[src/core/hbridge_consts.svh]
// constants for the h-bridge output mode decoder and its controller
// assumes a single 100 MHz clock and an active-low asynchronous reset
//
// Functional notes
// - decode mode pins: combined, half, separate
// - both mode pins high turns all legs off
// - mode pins latched at diagnosis start only
// - prohibited mode left only by power reset
// - separate mode channel one forward, reverse, brake
// - channel two same mapping on C, D
// - enable low or inverted enable high: off
// - sleep low forces all legs off
// - controller drives inverted enables during sleep
// - controller brakes between direction changes
// - current limit may override the truth table
// - combined mode ignores channel two inputs; the code ignores C, D but still uses channel two enables
// - combined mode pairs legs from A, B
// - half mode: each leg follows its input
// - half mode accepts direct pin drive only
// - controller holds source select one low; the code drives it from a ctrl bit that software can set
// - half mode select high: off, self-clearing
// - open direction input reads as low
// - both enables gate each leg separately
`ifndef HBRIDGE_CONSTS_SVH
`define HBRIDGE_CONSTS_SVH

// controller register offsets (byte addresses)
`define HB_REG_CTRL     12'h000
`define HB_REG_DRIVE    12'h004
`define HB_REG_STATUS   12'h008
`define HB_REG_BRAKE    12'h00c

// ctrl field positions
`define HB_CTRL_MODE_A  0
`define HB_CTRL_MODE_B  1
`define HB_CTRL_SLEEP_N 2
`define HB_CTRL_SRC_ONE 3
`define HB_CTRL_SRC_TWO 4
`define HB_CTRL_START   5

// reset values
`define HB_CTRL_RESET   32'h0000_0000
`define HB_DRIVE_RESET  32'h0000_0000
`define HB_BRAKE_RESET  32'h0000_0004

// least braking interval between opposite directions, in ns; the controller brakes for the brake register count, reset 4 cycles
`define HB_BRAKE_NS     1000
`define HB_CLK_NS       10
`define HB_BRAKE_CYC    ((`HB_BRAKE_NS + `HB_CLK_NS - 1) / `HB_CLK_NS)

`endif

[src/core/hbridge_pkg.sv]
// types shared by the decoder and its channel decode
// assumes nothing beyond the constants header
package hbridge_pkg;

	typedef enum logic [1:0]
	{
		MODE_COMBINED   = 2'b00,
		MODE_HALF       = 2'b01,
		MODE_SEPARATE   = 2'b10,
		MODE_PROHIBITED = 2'b11
	} out_mode_e;

	// three-state leg command
	typedef enum logic [1:0]
	{
		LEG_OFF  = 2'b00,
		LEG_LOW  = 2'b01,
		LEG_HIGH = 2'b10
	} leg_cmd_e;

	typedef enum logic [1:0]
	{
		PH_POR    = 2'b00,
		PH_WAIT   = 2'b01,
		PH_RUN    = 2'b10
	} phase_e;

endpackage

[src/core/hbridge_pins_if.sv]
// pin level bundle between the controller and the bridge decoder
// assumes the bench resolves legs from drive/enable pairs
`timescale 1ns/1ns
interface hbridge_pins_if;
	logic       mode_sel_a;
	logic       mode_sel_b;
	logic       dir_in_a;
	logic       dir_in_b;
	logic       dir_in_c;
	logic       dir_in_d;
	logic       enable_hi_ch_one;
	logic       enable_hi_ch_two;
	logic       enable_lo_ch_one;
	logic       enable_lo_ch_two;
	logic       sleep_n;
	logic       ctrl_src_sel_one;
	logic       ctrl_src_sel_two;
	logic       diag_start;
	logic [3:0] leg_out;
	logic [3:0] leg_oe;

	modport device
	(
		input  mode_sel_a, mode_sel_b, dir_in_a, dir_in_b, dir_in_c, dir_in_d,
		input  enable_hi_ch_one, enable_hi_ch_two, enable_lo_ch_one, enable_lo_ch_two,
		input  sleep_n, ctrl_src_sel_one, ctrl_src_sel_two, diag_start,
		output leg_out, leg_oe
	);

	modport controller
	(
		output mode_sel_a, mode_sel_b, dir_in_a, dir_in_b, dir_in_c, dir_in_d,
		output enable_hi_ch_one, enable_hi_ch_two, enable_lo_ch_one, enable_lo_ch_two,
		output sleep_n, ctrl_src_sel_one, ctrl_src_sel_two, diag_start,
		input  leg_out, leg_oe
	);
endinterface

[src/core/hbridge_decoder.sv]
// device end: bridge output mode decoder driving four three-state legs
// assumes pins arrive asynchronously; one clock, no current limiter built in
//
// The implementer's own choices: register access over APB and the placing of the registers.
`include "hbridge_consts.svh"
`timescale 1ns/1ns
module hbridge_decoder
(
	// clock and reset
	input  wire logic      clk,
	input  wire logic      resetn,
	// pins
	hbridge_pins_if.device pins,
	// current limit override, low when unused
	input  wire logic      limit_active,
	input  wire logic [3:0] limit_leg_off,
	// status
	output logic [1:0]     mode_latched,
	output logic           prohibited,
	output logic           half_blocked
);
	typedef struct packed
	{
		logic [13:0]              s1;
		logic [13:0]              s2;
		hbridge_pkg::out_mode_e   mode;
		logic                     latched;
		logic                     prev_start;
		logic [3:0]               out;
		logic [3:0]               oe;
	} state_s;

	state_s st_r;
	state_s st_nxt;
	hbridge_pkg::leg_cmd_e c1p;
	hbridge_pkg::leg_cmd_e c1q;
	hbridge_pkg::leg_cmd_e c2p;
	hbridge_pkg::leg_cmd_e c2q;
	logic [13:0] raw;
	logic [13:0] s;
	logic        off_all;
	logic        half;

	assign raw = {pins.mode_sel_a, pins.diag_start, pins.ctrl_src_sel_two,
		pins.ctrl_src_sel_one, pins.sleep_n, pins.enable_lo_ch_two, pins.enable_lo_ch_one,
		pins.enable_hi_ch_two, pins.enable_hi_ch_one,
		pins.dir_in_d, pins.dir_in_c, pins.dir_in_b, pins.dir_in_a, pins.mode_sel_b};
	// both mode pins ride the same chain so they are captured on one edge
	assign s = st_r.s2;
	assign half = st_r.latched && st_r.mode == hbridge_pkg::MODE_HALF;
	// sleep and the half-mode select fault force every leg off
	assign off_all = ~s[9] | (half & s[10]);

	//////////////////////////////////////////////////////////////////////
	leg_channel_decode u_ch1
	(
		.half_mode (half),
		.dir_p     (s[1]),
		.dir_q     (s[2]),
		.en_hi     (s[5]),
		.en_lo     (s[7]),
		.force_off (off_all),
		.leg_p     (c1p),
		.leg_q     (c1q)
	);

	// combined mode feeds channel two from A, B and channel two's own enables
	leg_channel_decode u_ch2
	(
		.half_mode (half),
		.dir_p     (st_r.mode == hbridge_pkg::MODE_COMBINED ? s[1] : s[3]),
		.dir_q     (st_r.mode == hbridge_pkg::MODE_COMBINED ? s[2] : s[4]),
		.en_hi     (s[6]),
		.en_lo     (s[8]),
		.force_off (off_all),
		.leg_p     (c2p),
		.leg_q     (c2q)
	);

	//////////////////////////////////////////////////////////////////////
	always_comb
	begin
		hbridge_pkg::leg_cmd_e c [4];
		c[0] = c1p;
		c[1] = c1q;
		c[2] = c2p;
		c[3] = c2q;
		st_nxt = st_r;
		st_nxt.s1 = raw;
		st_nxt.s2 = st_r.s1;
		st_nxt.prev_start = s[12];
		// capture once on the first start edge; only power-on reset re-arms
		if (!st_r.latched && s[12] && !st_r.prev_start)
		begin
			st_nxt.mode = hbridge_pkg::out_mode_e'({s[0], s[13]});
			st_nxt.latched = 1'b1;
		end
		// combined mode: legs 3/4 take the pair map; before latch nothing drives
		for (int i = 0; i < 4; i++)
		begin
			st_nxt.oe[i] = st_r.latched && st_r.mode != hbridge_pkg::MODE_PROHIBITED
				&& c[i] != hbridge_pkg::LEG_OFF
				&& !(limit_active && limit_leg_off[i]);
			st_nxt.out[i] = st_nxt.oe[i] && c[i] == hbridge_pkg::LEG_HIGH;
		end
		// legs 1/2 and 3/4 are shorted in combined mode; drive them in pairs
		if (st_r.mode == hbridge_pkg::MODE_COMBINED)
		begin
			st_nxt.out[1] = st_nxt.out[0];
			st_nxt.oe[1] = st_nxt.oe[0];
			st_nxt.out[2] = st_nxt.out[3];
			st_nxt.oe[2] = st_nxt.oe[3];
		end
	end

	// combined pairing: legs 1/2 carry A, legs 3/4 carry B
	always_ff @(posedge clk or negedge resetn)
	begin
		if (!resetn)
			st_r <= '0;
		else
			st_r <= st_nxt;
	end

	// no serial drive path at all; pins are the only source
	assign pins.leg_out = (st_r.mode == hbridge_pkg::MODE_COMBINED)
		? {st_r.out[3], st_r.out[3], st_r.out[0], st_r.out[0]} : st_r.out;
	assign pins.leg_oe = (st_r.mode == hbridge_pkg::MODE_COMBINED)
		? {st_r.oe[3], st_r.oe[3], st_r.oe[0], st_r.oe[0]} : st_r.oe;
	assign mode_latched = st_r.mode;
	assign prohibited = st_r.latched && st_r.mode == hbridge_pkg::MODE_PROHIBITED;
	assign half_blocked = half & s[10];
endmodule

[src/core/leg_channel_decode.sv]
// one channel's direction and enable decode into two leg commands
// assumes inputs already synchronised; purely combinational
`timescale 1ns/1ns
module leg_channel_decode
(
	// mode
	input  wire logic                 half_mode,
	// pins
	input  wire logic                 dir_p,
	input  wire logic                 dir_q,
	input  wire logic                 en_hi,
	input  wire logic                 en_lo,
	input  wire logic                 force_off,
	// legs
	output hbridge_pkg::leg_cmd_e     leg_p,
	output hbridge_pkg::leg_cmd_e     leg_q
);
	logic gate_p;
	logic gate_q;
	logic dp;
	logic dq;

	always_comb
	begin
		// each enable gates each leg on its own path
		gate_p = en_hi & ~en_lo & ~force_off;
		gate_q = ~en_lo & en_hi & ~force_off;
		// an open input is pulled to low before it gets here
		dp = dir_p;
		dq = dir_q;
		// both the h-bridge map and the half map reduce to leg follows its input;
		// kept apart so a mode-dependent map can be added without rework
		if (half_mode)
		begin
			leg_p = gate_p ? (dp ? hbridge_pkg::LEG_HIGH : hbridge_pkg::LEG_LOW)
				: hbridge_pkg::LEG_OFF;
			leg_q = gate_q ? (dq ? hbridge_pkg::LEG_HIGH : hbridge_pkg::LEG_LOW)
				: hbridge_pkg::LEG_OFF;
		end
		else
		begin
			// forward, reverse, short brake on equal inputs
			leg_p = gate_p ? (dp ? hbridge_pkg::LEG_HIGH : hbridge_pkg::LEG_LOW)
				: hbridge_pkg::LEG_OFF;
			leg_q = gate_q ? (dq ? hbridge_pkg::LEG_HIGH : hbridge_pkg::LEG_LOW)
				: hbridge_pkg::LEG_OFF;
		end
	end
endmodule

[src/flat_wrapper.sv]
// flat-port wrapper written by rule: the top's interface ports become plain ports
module hbridge_decoder_flat 
  (clk, resetn, limit_active, limit_leg_off, mode_latched, prohibited, half_blocked, pins_mode_sel_a, pins_mode_sel_b, pins_dir_in_a, pins_dir_in_b, pins_dir_in_c, pins_dir_in_d, pins_enable_hi_ch_one, pins_enable_hi_ch_two, pins_enable_lo_ch_one, pins_enable_lo_ch_two, pins_sleep_n, pins_ctrl_src_sel_one, pins_ctrl_src_sel_two, pins_diag_start, pins_leg_out, pins_leg_oe);
  hbridge_pins_if pins_i ();
  input  wire logic clk;
  input  wire logic resetn;
  input  wire logic limit_active;
  input  wire logic [3:0] limit_leg_off;
  output logic [1:0] mode_latched;
  output logic prohibited;
  output logic half_blocked;
  input wire logic [$bits(pins_i.mode_sel_a)-1:0] pins_mode_sel_a;
  input wire logic [$bits(pins_i.mode_sel_b)-1:0] pins_mode_sel_b;
  input wire logic [$bits(pins_i.dir_in_a)-1:0] pins_dir_in_a;
  input wire logic [$bits(pins_i.dir_in_b)-1:0] pins_dir_in_b;
  input wire logic [$bits(pins_i.dir_in_c)-1:0] pins_dir_in_c;
  input wire logic [$bits(pins_i.dir_in_d)-1:0] pins_dir_in_d;
  input wire logic [$bits(pins_i.enable_hi_ch_one)-1:0] pins_enable_hi_ch_one;
  input wire logic [$bits(pins_i.enable_hi_ch_two)-1:0] pins_enable_hi_ch_two;
  input wire logic [$bits(pins_i.enable_lo_ch_one)-1:0] pins_enable_lo_ch_one;
  input wire logic [$bits(pins_i.enable_lo_ch_two)-1:0] pins_enable_lo_ch_two;
  input wire logic [$bits(pins_i.sleep_n)-1:0] pins_sleep_n;
  input wire logic [$bits(pins_i.ctrl_src_sel_one)-1:0] pins_ctrl_src_sel_one;
  input wire logic [$bits(pins_i.ctrl_src_sel_two)-1:0] pins_ctrl_src_sel_two;
  input wire logic [$bits(pins_i.diag_start)-1:0] pins_diag_start;
  output wire logic [$bits(pins_i.leg_out)-1:0] pins_leg_out;
  output wire logic [$bits(pins_i.leg_oe)-1:0] pins_leg_oe;
  assign pins_i.mode_sel_a = pins_mode_sel_a;
  assign pins_i.mode_sel_b = pins_mode_sel_b;
  assign pins_i.dir_in_a = pins_dir_in_a;
  assign pins_i.dir_in_b = pins_dir_in_b;
  assign pins_i.dir_in_c = pins_dir_in_c;
  assign pins_i.dir_in_d = pins_dir_in_d;
  assign pins_i.enable_hi_ch_one = pins_enable_hi_ch_one;
  assign pins_i.enable_hi_ch_two = pins_enable_hi_ch_two;
  assign pins_i.enable_lo_ch_one = pins_enable_lo_ch_one;
  assign pins_i.enable_lo_ch_two = pins_enable_lo_ch_two;
  assign pins_i.sleep_n = pins_sleep_n;
  assign pins_i.ctrl_src_sel_one = pins_ctrl_src_sel_one;
  assign pins_i.ctrl_src_sel_two = pins_ctrl_src_sel_two;
  assign pins_i.diag_start = pins_diag_start;
  assign pins_leg_out = pins_i.leg_out;
  assign pins_leg_oe = pins_i.leg_oe;
  hbridge_decoder u_core (.clk(clk), .resetn(resetn), .pins(pins_i), .limit_active(limit_active), .limit_leg_off(limit_leg_off), .mode_latched(mode_latched), .prohibited(prohibited), .half_blocked(half_blocked));
endmodule
[config.mk]
export PLATFORM = sky130hd
export DESIGN_NAME = hbridge_decoder_flat
export DESIGN_NICKNAME = d
export VERILOG_FILES = /design/src/core/hbridge_pkg.sv /design/src/core/hbridge_pins_if.sv /design/src/core/hbridge_decoder.sv /design/src/core/leg_channel_decode.sv /design/src/flat_wrapper.sv
export VERILOG_INCLUDE_DIRS = /design/src /design/src/core
export SDC_FILE = /design/constraint.sdc
export NUM_CORES = 1
export LEC_CHECK = 0
export BUFFER_PORTS_ARGS = -buffer_cell sky130_fd_sc_hd__buf_4
export CAP_MARGIN = 20
export CORE_ASPECT_RATIO = 1.1
export CORE_MARGIN = 3
export CORE_UTILIZATION = 47
export CTS_BUF_LIST = sky130_fd_sc_hd__clkbuf_8 sky130_fd_sc_hd__clkbuf_16
export CTS_CLUSTER_DIAMETER = 120
export DETAILED_ROUTE_END_ITERATION = 10
export PLACE_DENSITY_LB_ADDON = 0.05
export SLEW_MARGIN = 20
export SYNTH_ARGS = -nofsm -noshare
export SYNTH_HDL_FRONTEND = slang
export SYNTH_SLANG_ARGS = --single-unit
[constraint.sdc]
create_clock -name clk -period 2.85 [get_ports clk]
set_input_delay 0.4275 -clock clk [delete_from_list [all_inputs] [get_ports clk]]
set_output_delay 0.4275 -clock clk [all_outputs]
set_load 0.05 [all_outputs]
==> impl_results.md <==
* Post-route setup TNS at 0 ns
* Setup repair after global routing missed its margin: false
* Synth Area in Compound Gates at 2.17%
* Setup violators final at 0
* Fin crit period at a little over 2 ns
* Power density over the cells at 727 mW/mm²
* Sw frac at approximately a quarter
* Vias after detailed routing at between 600 and 700
* Post-layout net count at approximately 140
* Pin count of the biggest net entering global routing at 39
* Area contributors post-synth: sky130_fd_sc_hd__dfrtp_1, sky130_fd_sc_hd__buf_4, sky130_fd_sc_hd__mux2_2
* Clock buffer count from CTS at 5
* Largest buffer count on any clock path at 2
* Post-synthesis xor/xnor area fraction at 0%
* Gate count of the mapped netlist at between 80 and 90
* Internal at approximately 0.9 mW
* Share of power burned in registers at ~50%
* Detailed-router iteration count before antenna repair at 4
* Sequential cell area fraction in the yosys report at around 75%
* Clock Sink Count at 38
* Number of placed I/O pins at 33
* Yosys synthesis warning count at 0
* Via count of the first global-routing pass at 684
* Layout overhead on the synthesized area at 25.9%
* Arrival time of the worst setup path at approximately 1.6 ns
* CP Data Required Time at roughly 2.4 ns
* Clock-pin transition on the worst setup and hold timing paths at around 0.070 ns
* Number of placement rows at 19
* Sequential cell area at about 950 µm²
* Tot GR Track Use at 12.4%
* Switching power at around 0.28 mW
* Initial drt markers at 27
* Syn Area/Cell at around 15 µm²
* Core outline area at about 0.0025 mm²
* Resize count post-CTS at 0
* Hold Worst Slack at ~0.082 ns
* Wire length per cell after detailed routing at between 10 and 15 µm
* Share of the clock period used by the worst path after layout at 72.0%
* Total DRC errors in the routed layout at 0
* Share of synthesized cell area in full adder, half adder and majority cells at 0%
* Root buffer selected by CTS: sky130_fd_sc_hd__clkbuf_8
* HP Class: input port to asynchronous set/reset pin
* Worst Setup End Kind: primary output
* CTS H-tree depth at 2
* Number of distinct library cells after synthesis at 21
* Start-to-end type of the worst setup path: flop to primary output
* TritonCTS clock tree: yes
* Final slew viol count at 0
* Number of inserted diodes at 0
* Largest fanout of any net on the critical path at 7
* Vertical extent of the die at a little over 60 µm
* Number of antenna violations at the first check in global routing at 0
* Sum of internal, switching and leakage power at about 1.2 mW
* Net count after synthesis at between 100 and 150
* Number of hold violations in the final report at 0
* Critical-path cell with the highest stage delay: sky130_fd_sc_hd__dfrtp_1
* Portion of netlist area occupied by mux cells at 6.11%
* Normalized max-slew margin at a little over two thirds
* Post-layout utilization of the core at between 60% and 70%
* Post-synthesis instance area at around 0.0013 mm²
* Combinational share of power at between 10% and 20%
* Wire length of the first global-routing pass at about 3000 µm
* Slew of the pin with the lowest slew margin at about 0.44 ns
* Dominant combinational cell family by area after synthesis: simple AND/OR/NAND/NOR gates
* Total detailed-routing wirelength at 1610 µm
* Dominant cell type by area after synthesis: sky130_fd_sc_hd__dfrtp_1
* Run status: finished, final reports clean
* Largest clock skew in the final design at 0.00335 ns
* Leak at between 0.7 and 0.8 nW
* Max stage delay on crit path at roughly 0.44 ns
* Count of buffering cells on the critical path with inverters included at 1
* Final RePlAce weighted congestion at between 0.8 and 0.9
* Peak Freq at just under 500 MHz
* Crit-path leading delay family: flip-flops
* Clk Latency, worst-skew pair at about 0.28 ns
* Critical Path Start Type: flop
* Die ar. at 0.00336 mm²
* PortBufs at 31
* Number of antenna-violating nets in the routed design at 0
* Highest ir drop seen on vdd at about 0.55 mV
* Placed wire-length estimate after detailed placement at about 1100 µm
* Proportion of layout cells with a drive suffix above 1 at 41.0%
* Max-cap violations at 0
* Cells along the critical path: nor2_2 -> mux2_2 -> buf_4
* Leftover overflow at the end of global routing at 0
* Area of combinational cells with multiple inputs at between 200 and 300 µm²
* Post-cts hold buffer count at 0
* Clock share of power at between 30% and 40%
* Register bit total from synthesis at 38
* Fraction of post-synthesis cell area in the top cell type by area at around three quarters
* Number of post-CTS setup repair buffers at 0
* Post-Synth Simple-Gate Area at 12.4%
* Fill cell count at 196
* Starting density of the core at between 40% and 50%
* Die width at roughly 56 µm
* Via-per-instance ratio at 4.68
-- registers in the layout, summed over array words and instances (netlist names) --
name and cells:
u_core.s 13, u_core.st_r 10, u_core.mode_latched 2, u_core.st_nxt 13
-- cell usage in the layout (no fill, tap or decap) --
cell,count
sky130_fd_sc_hd__nor2_1,4
sky130_fd_sc_hd__nor2b_1,2
sky130_fd_sc_hd__o22ai_1,2
sky130_fd_sc_hd__a21oi_1,2
sky130_fd_sc_hd__clkbuf_8,5
sky130_fd_sc_hd__nand2_1,6
sky130_fd_sc_hd__and3_2,1
sky130_fd_sc_hd__nand3_1,5
sky130_fd_sc_hd__bufinv_16,1
sky130_fd_sc_hd__mux2_1,2
sky130_fd_sc_hd__nor3_2,1
sky130_fd_sc_hd__mux2i_1,1
sky130_fd_sc_hd__clkinvlp_4,2
sky130_fd_sc_hd__nand2b_1,2
sky130_fd_sc_hd__nor2_2,1
sky130_fd_sc_hd__mux2_2,4
sky130_fd_sc_hd__o21ai_1,1
sky130_fd_sc_hd__or2_1,1
sky130_fd_sc_hd__nand3_2,1
sky130_fd_sc_hd__nand4_1,3
sky130_fd_sc_hd__dfrtp_1,38
sky130_fd_sc_hd__buf_4,31
sky130_fd_sc_hd__and4b_2,1
-- cell usage after synthesis (all sizes together) --
master,instances
nand2,6
mux2i,1
nor2b,2
or2,1
nand4,3
buf,7
o22ai,2
nor2,5
nand3,6
a21oi,2
mux2,6
and3,1
and4b,1
nor3,1
dfrtp,38
nand2b,2
o21ai,1
-- cell families after synthesis --
group | Yosys count
AO/OA/AOI/OAI | 5
buffers and inverters | 7
flip-flops | 38
multiplexers | 7
AND/OR/NAND/NOR | 28
-- metrics by stage --
stage	cell area (µm²)	instances	setup WS, ns
2_1_floorplan	1270	85	1.22
3_3_place_gp	1490	140	1.10
3_5_place_dp	1490	140	1.09
4_1_cts	1600	148	0.762
5_1_grt	1600	148	0.662
6_report	1600	148	0.799
-- power by group through the flow --
stage / combinational [mW] / sequential, mW / clock (mW)
global route: 0.156 / 0.585 / 0.484
floorplan: 0.104 / 0.588 / 0
global placement: 0.144 / 0.591 / 0
finish: 0.144 / 0.581 / 0.437
CTS: 0.146 / 0.582 / 0.452
detailed placement: 0.145 / 0.592 / 0
-- routing by layer --
layer  vias to the layer above  GRT usage, %  part of all wire [%]
li1                        342             -                     -
met1                       321          14.2                    39
met2                        25          18.4                    49
met3                         5          6.17                   9.7
met4                         0          8.68                   2.4
met5                         -             0                     0
-- final cells by class --
cell class	count	share of cell area [%]
timing repair buffer	31	14.6
sequential	38	59.5
tap	31	2.43
multi-input combinational	40	16.4
clock inverter	3	2.82
clock buffer	5	4.30
-- final timing paths --
kind / startpoint / to / slack [ns] / cells past startpoint
hold / removal: resetn / u_core.st_r[6] / 0.08 / 1
setup / recovery: u_core.mode_latched[0] / pins_leg_oe[2] / 0.80 / 3
max in group asynchronous: resetn / u_core.st_nxt[17] / 2.45 / 1
setup reg to reg: u_core.mode_latched[0] / u_core.st_r[5] / 1.67 / 3
hold reg to reg: u_core.st_nxt[24] / u_core.s[12] / 0.34 / 0
min in group clk: pins_enable_lo_ch_one / u_core.st_nxt[19] / 0.25 / 1
Note: power is estimated with default switching activity, not from simulation.
